==> src/inc/marker_stream_map.svh <==
/*
  constants of the scaler output port and its write controller.
  assumes inclusion by bare name from package and modules.
*/
`ifndef MARKER_STREAM_MAP_SVH
`define MARKER_STREAM_MAP_SVH

// output buffer
`define FIFO_DEPTH    5'h10
`define FIFO_AW       4
`define CNT_W         5
`define HALF_LEVEL    5'h08
`define CNT_ONE       5'h01
`define PTR_ONE       4'h1

// word layout
`define WORD_W        32
`define PIX_W         24
`define ALPHA_BIT     24
`define EOL_BIT       25
`define EOF_BIT       26
`define PAD_BYTE      8'h01
`define CLAMP_HI      8'hFE
`define EOL_CODE      8'h00
`define EOF_CODE      8'hFF

// timing
`define LREF_DELAY    2
`define BURST_LEN     4'h8
`define PHASE_HIGH    3'h4
`define PHASE_LAST    3'h7
`define SETTLE_CYCLES 4'hC
`define SEEN_DEPTH    4

// controller
`define ADDR_W        18
`define SYNC_W        28

`endif

==> src/inc/marker_stream_pkg.sv <==
/*
  types shared by both ends of the marker stream port.
  assumes marker_stream_map.svh is on the include path.
*/
`include "marker_stream_map.svh"

package marker_stream_pkg;

  typedef logic [`WORD_W-1:0] word_t;

  // gray coded along idle, burst, settle
  typedef enum logic [1:0] {
    WC_IDLE   = 2'h0,
    WC_BURST  = 2'h1,
    WC_SETTLE = 2'h3
  } wctl_state_e;

endpackage

==> src/inc/marker_stream_if.sv <==
/*
  link between the scaler output port and the write controller.
  assumes the bench supplies no clock here: the controller makes it.
*/
`timescale 1ns/1ns
`include "marker_stream_map.svh"

interface marker_stream_if;
  logic                 output_burst_clock;
  logic                 output_drive_enable;
  logic [`WORD_W-1:0]   port_data;
  logic                 port_data_oe;
  logic                 buffer_half_full_request;
  logic [1:0]           pointer_advance_hint;
  logic                 pixel_qualifier;
  logic                 line_qualifier;
  logic                 compensated_line_reference;
  logic                 horizontal_window_gate;
  logic                 vertical_window_gate;
  logic                 field_parity;

  modport scaler (
    input  output_burst_clock, output_drive_enable,
    output port_data, port_data_oe, buffer_half_full_request,
    output pointer_advance_hint, pixel_qualifier, line_qualifier,
    output compensated_line_reference, horizontal_window_gate,
    output vertical_window_gate, field_parity
  );

  modport controller (
    output output_burst_clock, output_drive_enable,
    input  port_data, port_data_oe, buffer_half_full_request,
    input  pointer_advance_hint, pixel_qualifier, line_qualifier,
    input  compensated_line_reference, horizontal_window_gate,
    input  vertical_window_gate, field_parity
  );
endinterface

==> src/rtl/scaler_output_port.sv <==
/*
  scaler end of the marker stream port: sixteen word output buffer,
  burst request, preloaded output word, transparent mode gates.
  assumes the burst clock arrives from the controller on the link
  and is sampled here; the pixel source shares this clock.
*/
`timescale 1ns/1ns
`include "marker_stream_map.svh"

module scaler_output_port (
  // system
  input  wire logic         clock,
  input  wire logic         reset,
  // configuration
  input  wire logic         mode_transparent,
  input  wire logic         rgb_format,
  // pixel source
  input  wire logic         in_valid,
  output logic              in_ready,
  input  wire logic [23:0]  in_data,
  input  wire logic         in_alpha,
  input  wire logic         in_line_end,
  input  wire logic         in_field_end,
  // raster timing
  input  wire logic         in_line_ref,
  input  wire logic         in_h_window,
  input  wire logic         in_v_window,
  input  wire logic         in_field_odd,
  // link
  marker_stream_if.scaler   link
);

  localparam marker_stream_pkg::word_t PAD_WORD =
    {{(`WORD_W-`PIX_W){1'b0}}, `PAD_BYTE, `PAD_BYTE, `PAD_BYTE};

  // link input synchronisers
  logic                  clk_s1_ff, clk_s2_ff, clk_s3_ff;
  logic                  oe_s1_ff, oe_s2_ff;
  logic                  burst_edge;

  // buffer state
  marker_stream_pkg::word_t mem_ff  [`FIFO_DEPTH];
  marker_stream_pkg::word_t nxt_mem [`FIFO_DEPTH];
  logic [`FIFO_AW-1:0]   wr_ff, nxt_wr;
  logic [`FIFO_AW-1:0]   rd_ff, nxt_rd;
  logic [`CNT_W-1:0]     cnt_ff, nxt_cnt;
  logic [`CNT_W-1:0]     ends_ff, nxt_ends;
  logic                  ready_ff, nxt_ready;
  logic                  push, pop;
  logic                  push_end, pop_end;
  marker_stream_pkg::word_t in_word, head;

  // port outputs
  marker_stream_pkg::word_t data_ff, nxt_data;
  logic                  req_ff, nxt_req;
  logic [1:0]            hint_ff, nxt_hint;
  logic                  pxq_ff, nxt_pxq;
  logic                  lnq_ff, nxt_lnq;
  logic [`LREF_DELAY-1:0] lref_ff, nxt_lref;
  logic                  hgate_ff, vgate_ff, parity_ff;
  logic [`SEEN_DEPTH-1:0] seen_ff, nxt_seen;

  // burst clock edge detect
  always_ff @(posedge clock) begin
    if (reset) begin
      clk_s1_ff <= 1'b0;
      clk_s2_ff <= 1'b0;
      clk_s3_ff <= 1'b0;
      oe_s1_ff  <= 1'b0;
      oe_s2_ff  <= 1'b0;
    end else begin
      clk_s1_ff <= link.output_burst_clock;
      clk_s2_ff <= clk_s1_ff;
      clk_s3_ff <= clk_s2_ff;
      oe_s1_ff  <= link.output_drive_enable;
      oe_s2_ff  <= oe_s1_ff;
    end
  end

  assign burst_edge = clk_s2_ff & ~clk_s3_ff;

  // word build
  always_comb begin
    logic [7:0] b;
    b       = 8'h00;
    in_word = '0;
    for (int i = 0; i < 3; i++) begin
      b = in_data[8*i +: 8];
      if (b == `EOL_CODE)
        b = `PAD_BYTE;
      else if (b == `EOF_CODE)
        b = `CLAMP_HI;
      in_word[8*i +: 8] = b;
    end
    if (!rgb_format)
      in_word[23:16] = `PAD_BYTE;
    in_word[`ALPHA_BIT] = in_alpha;
    in_word[`EOL_BIT]   = in_line_end;
    in_word[`EOF_BIT]   = in_field_end;
  end

  assign head     = mem_ff[rd_ff];
  assign push     = in_valid & ready_ff;
  // pop only a word the controller saw as real: it samples the port
  // through its own synchroniser, so a late pad to pixel swap is unseen
  assign pop      = burst_edge & seen_ff[`SEEN_DEPTH-1] & (cnt_ff != '0);
  assign push_end = push & (in_line_end | in_field_end);
  assign pop_end  = pop & (head[`EOL_BIT] | head[`EOF_BIT]);

  for (genvar g = 0; g < `FIFO_DEPTH; g++) begin : g_entry
    assign nxt_mem[g] = (push && wr_ff == (`FIFO_AW)'(g)) ?
                        in_word : mem_ff[g];
  end

  // buffer pointers and counts
  always_comb begin
    nxt_wr   = push ? wr_ff + `PTR_ONE : wr_ff;
    nxt_rd   = pop  ? rd_ff + `PTR_ONE : rd_ff;
    nxt_cnt  = cnt_ff;
    nxt_ends = ends_ff;
    if (push && !pop)
      nxt_cnt = cnt_ff + `CNT_ONE;
    else if (pop && !push)
      nxt_cnt = cnt_ff - `CNT_ONE;
    if (push_end && !pop_end)
      nxt_ends = ends_ff + `CNT_ONE;
    else if (pop_end && !push_end)
      nxt_ends = ends_ff - `CNT_ONE;
    nxt_ready = (nxt_cnt != `FIFO_DEPTH);
  end

  always_ff @(posedge clock) begin
    if (reset) begin
      wr_ff    <= '0;
      rd_ff    <= '0;
      cnt_ff   <= '0;
      ends_ff  <= '0;
      ready_ff <= 1'b0;
    end else begin
      wr_ff    <= nxt_wr;
      rd_ff    <= nxt_rd;
      cnt_ff   <= nxt_cnt;
      ends_ff  <= nxt_ends;
      ready_ff <= nxt_ready;
    end
  end

  // storage has no reset
  always_ff @(posedge clock) begin
    mem_ff <= nxt_mem;
  end

  // port output values
  always_comb begin
    nxt_data = (cnt_ff == '0) ? PAD_WORD : head;
    nxt_pxq  = (cnt_ff != '0);
    nxt_hint = (cnt_ff == '0) ? 2'b00 :
               {head[`EOF_BIT], head[`EOL_BIT]};
    // half full, or a line or field end waits
    nxt_req  = !mode_transparent &&
               (cnt_ff >= `HALF_LEVEL || ends_ff != '0);
    nxt_lnq  = push | (lnq_ff & ~(pop & head[`EOL_BIT]));
    nxt_lref = {lref_ff[`LREF_DELAY-2:0], in_line_ref};
    // history of the qualifier as the far end samples it
    nxt_seen = {seen_ff[`SEEN_DEPTH-2:0], pxq_ff};
  end

  always_ff @(posedge clock) begin
    if (reset) begin
      data_ff   <= PAD_WORD;
      pxq_ff    <= 1'b0;
      hint_ff   <= 2'b00;
      req_ff    <= 1'b0;
      lnq_ff    <= 1'b0;
      lref_ff   <= '0;
      seen_ff   <= '0;
      hgate_ff  <= 1'b0;
      vgate_ff  <= 1'b0;
      parity_ff <= 1'b0;
    end else begin
      data_ff   <= nxt_data;
      pxq_ff    <= nxt_pxq;
      hint_ff   <= nxt_hint;
      req_ff    <= nxt_req;
      lnq_ff    <= nxt_lnq;
      lref_ff   <= nxt_lref;
      seen_ff   <= nxt_seen;
      hgate_ff  <= in_h_window;
      vgate_ff  <= in_v_window;
      parity_ff <= in_field_odd;
    end
  end

  assign in_ready                        = ready_ff;
  assign link.port_data                  = data_ff;
  assign link.port_data_oe               = oe_s2_ff;
  assign link.buffer_half_full_request   = req_ff;
  assign link.pointer_advance_hint       = hint_ff;
  assign link.pixel_qualifier            = pxq_ff;
  assign link.line_qualifier             = lnq_ff;
  assign link.compensated_line_reference = lref_ff[`LREF_DELAY-1];
  assign link.horizontal_window_gate     = hgate_ff;
  assign link.vertical_window_gate       = vgate_ff;
  assign link.field_parity               = parity_ff;

endmodule

==> src/flat_wrapper.sv <==
// flat-port wrapper written by rule: the top's interface ports become plain ports
module scaler_output_port_flat 
  (clock, reset, mode_transparent, rgb_format, in_valid, in_ready, in_data, in_alpha, in_line_end, in_field_end, in_line_ref, in_h_window, in_v_window, in_field_odd, link_output_burst_clock, link_output_drive_enable, link_port_data, link_port_data_oe, link_buffer_half_full_request, link_pointer_advance_hint, link_pixel_qualifier, link_line_qualifier, link_compensated_line_reference, link_horizontal_window_gate, link_vertical_window_gate, link_field_parity);
  marker_stream_if link_i ();
  input  wire logic clock;
  input  wire logic reset;
  input  wire logic mode_transparent;
  input  wire logic rgb_format;
  input  wire logic in_valid;
  output logic in_ready;
  input  wire logic [23:0] in_data;
  input  wire logic in_alpha;
  input  wire logic in_line_end;
  input  wire logic in_field_end;
  input  wire logic in_line_ref;
  input  wire logic in_h_window;
  input  wire logic in_v_window;
  input  wire logic in_field_odd;
  input wire logic [$bits(link_i.output_burst_clock)-1:0] link_output_burst_clock;
  input wire logic [$bits(link_i.output_drive_enable)-1:0] link_output_drive_enable;
  output wire logic [$bits(link_i.port_data)-1:0] link_port_data;
  output wire logic [$bits(link_i.port_data_oe)-1:0] link_port_data_oe;
  output wire logic [$bits(link_i.buffer_half_full_request)-1:0] link_buffer_half_full_request;
  output wire logic [$bits(link_i.pointer_advance_hint)-1:0] link_pointer_advance_hint;
  output wire logic [$bits(link_i.pixel_qualifier)-1:0] link_pixel_qualifier;
  output wire logic [$bits(link_i.line_qualifier)-1:0] link_line_qualifier;
  output wire logic [$bits(link_i.compensated_line_reference)-1:0] link_compensated_line_reference;
  output wire logic [$bits(link_i.horizontal_window_gate)-1:0] link_horizontal_window_gate;
  output wire logic [$bits(link_i.vertical_window_gate)-1:0] link_vertical_window_gate;
  output wire logic [$bits(link_i.field_parity)-1:0] link_field_parity;
  assign link_i.output_burst_clock = link_output_burst_clock;
  assign link_i.output_drive_enable = link_output_drive_enable;
  assign link_port_data = link_i.port_data;
  assign link_port_data_oe = link_i.port_data_oe;
  assign link_buffer_half_full_request = link_i.buffer_half_full_request;
  assign link_pointer_advance_hint = link_i.pointer_advance_hint;
  assign link_pixel_qualifier = link_i.pixel_qualifier;
  assign link_line_qualifier = link_i.line_qualifier;
  assign link_compensated_line_reference = link_i.compensated_line_reference;
  assign link_horizontal_window_gate = link_i.horizontal_window_gate;
  assign link_vertical_window_gate = link_i.vertical_window_gate;
  assign link_field_parity = link_i.field_parity;
  scaler_output_port u_core (.clock(clock), .reset(reset), .mode_transparent(mode_transparent), .rgb_format(rgb_format), .in_valid(in_valid), .in_ready(in_ready), .in_data(in_data), .in_alpha(in_alpha), .in_line_end(in_line_end), .in_field_end(in_field_end), .in_line_ref(in_line_ref), .in_h_window(in_h_window), .in_v_window(in_v_window), .in_field_odd(in_field_odd), .link(link_i));
endmodule
==> config.mk <==
export PLATFORM = sky130hd
export DESIGN_NAME = scaler_output_port_flat
export DESIGN_NICKNAME = d
export VERILOG_FILES = /design/src/inc/marker_stream_pkg.sv /design/src/inc/marker_stream_if.sv /design/src/rtl/scaler_output_port.sv /design/src/flat_wrapper.sv
export VERILOG_INCLUDE_DIRS = /design/src /design/src/inc
export SDC_FILE = /design/constraint.sdc
export NUM_CORES = 1
export LEC_CHECK = 0
export BUFFER_PORTS_ARGS = -buffer_cell sky130_fd_sc_hd__buf_2
export CAP_MARGIN = 20
export CELL_PAD_IN_SITES_DETAIL_PLACEMENT = 1
export CELL_PAD_IN_SITES_GLOBAL_PLACEMENT = 2
export CORE_UTILIZATION = 45
export CTS_CLUSTER_SIZE = 24
export DETAILED_ROUTE_END_ITERATION = 12
export PLACE_DENSITY_LB_ADDON = 0.1
export SETUP_SLACK_MARGIN = 0.02
export SLEW_MARGIN = 20
export SYNTH_ARGS = -nofsm -noshare
export SYNTH_HDL_FRONTEND = slang
export SYNTH_SLANG_ARGS = --single-unit
export TNS_END_PERCENT = 10
==> constraint.sdc <==
create_clock -name clock -period 8.2 [get_ports clock]
set_clock_uncertainty 0.2 [all_clocks]
set_input_delay 0.41 -clock clock [delete_from_list [all_inputs] [get_ports clock]]
set_output_delay 0.41 -clock clock [all_outputs]
set_load 0.01 [all_outputs]
# After elaboration in Yosys (flattened, before gate mapping)

Index checks and enable logic that the tools add are counted.

Add/sub/neg operators: 6
$lt $le $gt $ge: 2
Equal/unequal tests: 19
Muxes and demuxes: 14
Bitwise logic cells: 14
Reductions and logical operators: 36

Operators by type and width:

| operator            | count |
|---|---|
| $bmux 32 s4         | 1 |
| $mux 32             | 2 |
| $mux 8              | 7 |
| $eq 4x4->1 const B  | 8 |
| $eq 8x8->1 const B  | 3 |
| $logic_not 8->1     | 3 |
| $logic_and 1x1->1   | 21 |
| $mux 5              | 4 |
| $eq 4x3->1 const B  | 4 |
| $add 5x1->5 const B | 2 |
| $reduce_bool 5->1   | 2 |
| $sub 5x1->5 const B | 2 |
| $add 4x1->4 const B | 2 |
| $and 1x1->1         | 8 |
| $eq 4x2->1 const B  | 2 |
| $ge 5x4->1 const B  | 1 |
| $ge 5x5->1 const B  | 1 |
| $logic_not 1->1     | 5 |
| $logic_not 5->1     | 1 |
| $ne 5x5->1 const B  | 1 |
| $not 4->5           | 1 |
| $eq 4x1->1 const B  | 1 |
| $logic_not 4->1     | 1 |
| $or 1x1->1          | 3 |
| other kinds (4)     | 5 |

Register bits: 502
Input port bits: 38
Output and inout port bits: 43
Logic and storage cells: 127

# Logic depth before layout (Yosys ltp)

Gate-level depths: netlist of the first run.

Word-level depth: 9
Depth in mapped cells: 15
Mapped depth without buffers: 14

# Least setup slack after synthesis of the first run

OpenSTA, ideal clock, no wires.

Path type: register -> register
From: reg u_core.rd_ff[0]
To: reg u_core.ends_ff[4]
Library setup time: 128 ps
Arrival: 3,311 ps
Required time: 7,872 ps
Slack: 4,561 ps
Cell stages (with the launch flop): 15
Path buffers: 2
Period minus slack after synthesis: 3,639 ps
Path through: dfxtp_1 buf_4 buf_6 mux4_2 mux4_2 o21ai_1 ha_1 inv_1 ha_1 nor2b_1 o21a_1 or3_1 a21oi_1 xnor2_1 nor2_1

Cells in the longest elaborated chain, start to end: 9
Elaborated cells between the ends (all ways): 11
Those cells by class: mux (4); bitwise (3); reduce/logical (4)

Ends and longest elaborated chain:

| element                                       | line                      | source |
|---|---|---|
| start, declared                               | scaler_output_port.sv:45  | `` logic [`FIFO_AW-1:0] rd_ff, nxt_rd; `` |
| start signal, assigned                        | scaler_output_port.sv:141 | `rd_ff <= nxt_rd;` |
| $not 4->5 (implied by the code) *             | scaler_output_port.sv:102 | `assign head = mem_ff[rd_ff];` |
| $bmux 32 s4 *                                 | scaler_output_port.sv:102 |  |
| $mux 32 (implied by the code) * (2 in series) | scaler_output_port.sv:102 |  |
| $or 1x1->1 *                                  | scaler_output_port.sv:108 | `` assign pop_end = pop & (head[`EOL_BIT] \| head[`EOF_BIT]); `` |
| $and 1x1->1 *                                 | scaler_output_port.sv:108 |  |
| $logic_not 1->1                               | scaler_output_port.sv:125 | `if (push_end && !pop_end)` |
| $logic_and 1x1->1                             | scaler_output_port.sv:125 |  |
| $mux 5 or $reduce_bool 2->1 (tied branches)   | -                         |  |
| end signal, assigned                          | scaler_output_port.sv:143 | `ends_ff <= nxt_ends;` |
| end, declared                                 | scaler_output_port.sv:47  | `` logic [`CNT_W-1:0] ends_ff, nxt_ends; `` |

Every way passes the cells marked *; elsewhere a longest branch is shown, timed or not. The select of a mux whose other input is x is not followed.
A chain may end at the register's enable or synchronous reset.

# Worst setup path in the final report of the first run

From: reg u_core.rd_ff[1]
To: reg u_core.ends_ff[4]

Same word-level chain as after synthesis.

==> impl_metrics.tcl, run 1 <==
set metrics [dict create \
    num_rows 74 \
    yosys_warnings 0 \
    netlist.area_leader.share_pct 68.90 \
    synthCells 892 \
    io_pins 81 \
    run_status "finished, violations left" \
    final.setup.worst_slack_ps 3905 \
    worstPathMaxFanout 23 \
    synth_edf_count 432 \
    fillers 3622 \
    wirelength_um 42310 \
    setup_tns_ps 0 \
    grt_pass1_vias 9732 \
    drc 7 \
    syn_to_final_growth_pct 14.60 \
    drive_gt1_share_pct 31.22 \
    hold_viol_final 0 \
    clock_latency_ps 590 \
    grt_overflow 0 \
    synth-seq-cells 495 \
    period_minus_slack_ps 4295 \
    violations "design-rule violations" \
    die_y_um 206.6 \
    syn_area_sq_um 18830 \
    max_slew.worst_pin.slew_ps 924.4 \
    synthArstFlopShare_pct 0 \
    port_buffers 75 \
    via_per_inst 5.599 \
    cts_buffers 50 \
    pwr_density_cell_nw_per_um2 239.1 \
    antenna_cells 0 \
    ir_drop_mv 0.1893 \
    crit_path_end_kind "flip-flop" \
    gp_congestion 0.7786 \
    path_clk_slew_ps 60 \
    postCtsSetupBuffers 0 \
    clock.fmax_ghz 0.2328 \
    place_hpwl_um 22330 \
    ys_top_cells_by_area "edfxtp_1 (69%), mux4_2 (16%), dfxtp_1 (6.7%), and2_1 (1.1%), ha_1 (0.80%)" \
    cts_max_level 2 \
    track_usage_pct 20.56 \
    cts_tree "built" \
    cts-root-buf "clkbuf_16" \
    die_w_um 206.6 \
    rsz0062_at_grt "no" \
    synth_cell_types 39 \
    nets 1051 \
    maxCapViolCount 0 \
    cp-start-kind "flip-flop" \
    netlist.top_cell.by_area "edfxtp_1" \
    mostFrequentLayoutCells "edfxtp_1 (432), mux4_2 (135), buf_2 (75), dfxtp_1 (59), clkbuf_16 (50)" \
    clockBufferDepth 3 \
    arrival_ps 4540 \
    worstSetupPathType "flip-flop to flip-flop" \
    fin_crit_sh_pct 52.37 \
    drtIter0Drc 776 \
    antenna_left 0 \
    initial_core_util_pct 45.90 \
    hp-class "input port to flip-flop" \
    synth_ff_type "edfxtp_1" \
    final_common_cell "edfxtp_1" \
    maxSlewViolCount 0 \
    core_area_sq_um 41020 \
    pre_cts_slack_ps 3930 \
    slew-limit-headroom_pct 38.37 \
    dr.pass1.iters 8 \
    grt_pass1_wl_um 62130 \
    required_ps 8440 \
    ys_seq_area_share_pct 75.60 \
    cts_resized 0 \
    tritoncts_num_sinks 495 \
    avgSynthCellArea_sq_um 21.11 \
    vias 8807 \
    grt_max_degree 58 \
    leakagePower_uw 0.006891 \
    setup_viol 0 \
    wl_per_cell_um 26.90 \
    antenna_found_initial 0 \
    fp.dieArea_sq_um 42660 \
]
## critical path: stages, from the launching register on
cell and delay (ps):
dfxtp_2 640, buf_4 490, mux4_2 380, mux4_2 520, o21ai_1 170, ha_1 240, inv_1 100, ha_1 320
nor2b_1 160, o21a_1 180, or3_1 310, a21oi_1 220, xnor2_1 140, nor2_1 50
## state kept, by name, summed over array words and instances, names as in the netlist, 2 cells and up
| name | flops |
|---|---|
| u_core.rd_ff | 4 |
| u_core.ends_ff | 5 |
| u_core.lref_ff | 2 |
| u_core.wr_ff | 4 |
| u_core.link.port_data | 26 |
| u_core.cnt_ff | 5 |
| u_core.mem_ff | 432 |
| u_core.seen_ff | 4 |
## timing repair
action / 4_1_cts / 5_1_grt
setup endpoints to repair: 0 / 0
hold buffers: 15 / 0
endpoints found under the hold margin: 95 / 0
## cells in the mapped netlist (8+ instances only)
master	number
edfxtp_1	432
mux4_2	135
nor2b_1	18
buf_6	10
dfxtp_1	63
nand2_1	20
xor2_1	8
buf_1	9
inv_1	8
clkbuf_1	28
ha_1	12
buf_4	8
a21oi_1	11
buf_2	8
and2_1	32
nor2_1	34
## through the flow
step | cells | instance area [sq um] | utilization (%) | hold slack, ps | total power, uW
2_1_floorplan | 896 | 18840 | - | 213.8 | 2928
3_3_place_gp | 1465 | 19840 | 48.38 | 230.3 | 2990
3_5_place_dp | 1465 | 19840 | 48.38 | 223.6 | 3003
4_1_cts | 1573 | 21570 | 52.60 | 3.064 | 5215
5_1_grt | 1573 | 21580 | 52.61 | 16.83 | 5316
6_report | 1573 | 21580 | 52.61 | 26.40 | 5160
## final timing paths
check | from | to | slack, ps | depth (start not counted)
worst max register to register | u_core.rd_ff[1]$_SDFFE_PP0P_ | u_core.ends_ff[4]$_SDFFE_PP0P_ | 3910 | 13
worst min-delay path | in_field_end | u_core.mem_ff[218]$_DFFE_PP_ | 30 | 1
worst min register to register | u_core.seen_ff[1]$_SDFF_PP0_ | u_core.seen_ff[2]$_SDFF_PP0_ | 240 | 1
worst max-delay path | u_core.rd_ff[1]$_SDFFE_PP0P_ | u_core.ends_ff[4]$_SDFFE_PP0P_ | 3910 | 13
## routing by layer
metal,wire length (um),GRT usage (%)
met1,17840,26.64
met2,21880,36.04
met3,1776,3.046
met4,812,5.987
met5,0,0
## power by group
| part | leakage, uW | internal (uW) | switching [uW] |
|---|---|---|---|
| logic | 0.00169 | 62.5 | 106 |
| registers | 0.00442 | 2770 | 15.4 |
| clock network | 0.000776 | 1270 | 934 |
| total | 0.00689 | 4100 | 1060 |
## area by class of cell
class / instances / area [sq um] / share of cell area (%)
multi-input cells: 330 / 4340 / 20.12
repair buffers: 115 / 716.9 / 3.323
inverters: 8 / 30.03 / 0.1392
clock inverters: 29 / 246.5 / 1.142
flip-flops and latches: 495 / 14240 / 66.01
well taps: 532 / 665.6 / 3.085
clock buffers: 64 / 1334 / 6.182
## cells by family after synthesis
family	share of synthesized area, %
buffers and inverters	2.027
and+or+nand+nor	3.781
muxes	16.20
DFF	75.60
AOI/OAI and AO/OA	0.8639
adders and majority gates	0.9038
other	0.01992
xor gates and xnor gates	0.6047
Note: power is estimated with default switching activity, not from simulation.
==> run 2: changes to the inputs <==
--- a/config.mk
+++ b/config.mk
@@ -6,11 +6,12 @@
 export SDC_FILE = /design/constraint.sdc
 export NUM_CORES = 1
 export LEC_CHECK = 0
+export ABC_AREA = 1
 export BUFFER_PORTS_ARGS = -buffer_cell sky130_fd_sc_hd__buf_2
 export CAP_MARGIN = 20
 export CELL_PAD_IN_SITES_DETAIL_PLACEMENT = 1
 export CELL_PAD_IN_SITES_GLOBAL_PLACEMENT = 2
-export CORE_UTILIZATION = 45
+export CORE_UTILIZATION = 39
 export CTS_CLUSTER_SIZE = 24
 export DETAILED_ROUTE_END_ITERATION = 12
 export PLACE_DENSITY_LB_ADDON = 0.1
==> constraint.sdc (replaced) <==
create_clock -name clock -period 3.8 [get_ports clock]
set_clock_uncertainty 0.2 [all_clocks]
set_input_delay 0.19 -clock clock [delete_from_list [all_inputs] [get_ports clock]]
set_output_delay 0.19 -clock clock [all_outputs]
set_load 0.01 [all_outputs]
==> impl_metrics.tcl, run 2 <==
set metrics [dict create \
    top_register "u_core.mem_ff" \
    maxCapViolCount 0 \
    syn_area_sq_um 19560 \
    clock_latency_ps 610 \
    run_status "complete, no violations" \
    worstSetupPathType "flip-flop to flip-flop" \
    die_y_um 225.9 \
    cts_max_level 2 \
    final-seq-area_sq_um 14240 \
    clock.fmax_ghz 0.3136 \
    ys_seq_area_share_pct 72.78 \
    netlist.top_cell.by_area "edfxtp_1" \
    wl_per_cell_um 22.32 \
    final_core_util_pct 46.36 \
    path_buf_inv 2 \
    reg2reg_slack_ps 610 \
    netlist.area_leader.share_pct 66.33 \
    grt_pass1_wl_um 80560 \
    synth_edf_count 432 \
    crit_chain "buf_4 > nor2_1 > nor2_1 > o21ai_0 > nand3_1 > nand3_1 > nand2_1 > o21ai_1 > ha_1 > inv_1 > ha_1 > nand2_1 > nand2_1 > a21oi_1 > nor2_1 > nor2_1 > nand2_1 > o21ai_0 > a21oi_1" \
    cp_num_cells 19 \
    drive_gt1_share_pct 13.95 \
    num_rows 81 \
    final_cells 2391 \
    die_w_um 225.9 \
    avgSynthCellArea_sq_um 12.38 \
    port_buffers 75 \
    arrival_ps 3490 \
    grt_max_degree 68 \
    syn_to_final_growth_pct 16.52 \
    synth_ff_type "edfxtp_1" \
    slew-limit-headroom_pct 28.39 \
    hp-class "input port to flip-flop" \
    synthCells 1580 \
    final.setup.worst_slack_ps 610.9 \
    tritoncts_num_sinks 495 \
    clockBufferDepth 3 \
    synth_cell_types 33 \
    worstPathMaxFanout 35 \
    nets 1733 \
    ys_top_cells_by_count "edfxtp_1 (432), nor2_1 (315), o21ai_0 (195)" \
    pre_cts_slack_ps 575.5 \
    hold_viol_final 0 \
    rsz0062_at_grt "no" \
    period_minus_slack_ps 3189 \
    grt_overflow 0 \
    maxSlewViolCount 0 \
    grt_pass1_vias 13081 \
    place_hpwl_um 28540 \
    cts_buffers 54 \
    initial_core_util_pct 39.79 \
    largest_reg_flops 432 \
    fillers 5073 \
    dpl.cell_count 2252 \
    core_area_sq_um 49150 \
    via_per_inst 5.271 \
    gp_congestion 0.7577 \
    antenna_found_initial 1 \
    setup_tns_ps 0 \
    cts_tree "built" \
    final_common_cell "edfxtp_1" \
    io_pins 81 \
    max_slew.worst_pin.slew_ps 1070 \
    vias 12602 \
    cts_resized 0 \
    setup_viol 0 \
    antenna_left 0 \
    pwr_density_cell_nw_per_um2 508.1 \
    reg2reg_depth 19 \
    synthArstFlopShare_pct 0 \
    ir_drop_mv 0.3490 \
    cp-endpoint "u_core.ends_ff[4]$_SDFFE_PP0P_" \
    yosys_warnings 0 \
    cpLargestDelayFamily "simple AND/OR/NAND/NOR gates" \
    multi_input_area_sq_um 4681 \
    crit_path_end_kind "flip-flop" \
    cts-root-buf "clkbuf_16" \
    cp-startpoint "u_core.rd_ff[0]$_SDFFE_PP0P_" \
    synth-seq-cells 495 \
    leakagePower_uw 0.007829 \
    fp.dieArea_sq_um 51040 \
    slowest_delay_ps 430 \
    dr.pass1.iters 4 \
    regToRegEndpoint "u_core.ends_ff[4]$_SDFFE_PP0P_" \
    antenna_cells 0 \
    path_clk_slew_ps 60 \
    ys_top_cells_by_area "edfxtp_1 (66%), dfxtp_1 (6.4%), nor2_1 (6.0%), o21ai_0 (5.0%), o211ai_1 (2.6%)" \
    fin_crit_sh_pct 83.92 \
    yosysMostFrequentCell "edfxtp_1" \
    wirelength_um 53380 \
    reg2reg_from "u_core.rd_ff[0]$_SDFFE_PP0P_" \
    cp_slowest_cell "dfxtp_4" \
    drc 0 \
    required_ps 4100 \
    cp-start-kind "flip-flop" \
    track_usage_pct 21.44 \
    mostFrequentLayoutCells "edfxtp_1 (432), nor2_1 (299), o21ai_0 (195), nand2_1 (108), buf_2 (75)" \
    drtIter0Drc 788 \
]
[run 2: worst reg2reg max path, stage by stage, from the launching register on]
cell and delay, ps:
dfxtp_4 430, buf_4 390, nor2_1 100, nor2_1 80
o21ai_0 80, nand3_1 100, nand3_1 90, nand2_1 110
o21ai_1 90, ha_1 260, inv_1 130, ha_1 290
nand2_1 100, nand2_1 50, a21oi_1 180, nor2_1 60
nor2_1 80, nand2_1 70, o21ai_0 140, a21oi_1 50
[run 2: cells by family after synthesis]
kind of cell	count (synthesis)	synth area share, %
and+or+nand+nor	512	10.53
xor gates and xnor gates	4	0.1792
buffers and inverters	173	3.986
other	1	0.01918
DFF	495	72.78
adders and majority gates	13	0.8701
AOI/OAI and AO/OA	382	11.63
[run 2: worst min-delay path by stage]
stage	depth (start not counted)	from	to	slack, ps
finish	3	in_data[23]	u_core.mem_ff[87]$_DFFE_PP_	40
global route	3	rgb_format	u_core.mem_ff[150]$_DFFE_PP_	70
CTS	3	rgb_format	u_core.mem_ff[402]$_DFFE_PP_	6
detailed placement	2	mode_transparent	u_core.link.buffer_half_full_request$_SDFF_PP0_	160
global placement	2	mode_transparent	u_core.link.buffer_half_full_request$_SDFF_PP0_	160
floorplan	1	mode_transparent	u_core.link.buffer_half_full_request$_SDFF_PP0_	70
[run 2: cell type report]
cell class              instances  share of cell area [%]
well taps                     664                   3.646
clock buffers                  78                   6.770
clock inverters                23                  0.7193
flip-flops and latches        495                   62.51
repair buffers                157                   4.821
inverters                      58                  0.9884
multi-input cells             916                   20.54
[run 2: timing repair]
item | 4_1_cts | 5_1_grt
setup endpoints to repair | 0 | 0
hold endpoints to repair | 370 | 0
hold buffers | 38 | 0
setup buffers | 0 | 0
[run 2: stage by stage]
step                hold WS (ps)  area [sq um]  total power (uW)
floorplan                  66.79         19570              6421
global placement           160.2         20700              6625
detailed placement         161.6         20700              6637
CTS                        5.868         22790             11730
global route               65.50         22790             11970
finish                     35.25         22790             11580
[run 2: where the power goes]
part	internal (uW)	switching (uW)	total [uW]
clock network	2940	2090	5030
logic	172	335	507
registers	6000	37.9	6040
[run 2: metal layers]
| layer | GRT usage (%) | vias up | share of wire (%) |
|---|---|---|---|
| met5 | 0 | - | 0.021 |
| met1 | 28.97 | 6440 | 46 |
| li1 | - | 5890 | - |
| met4 | 6.517 | 2 | 2.2 |
| met2 | 35.96 | 190 | 49 |
| met3 | 2.732 | 80 | 3.1 |
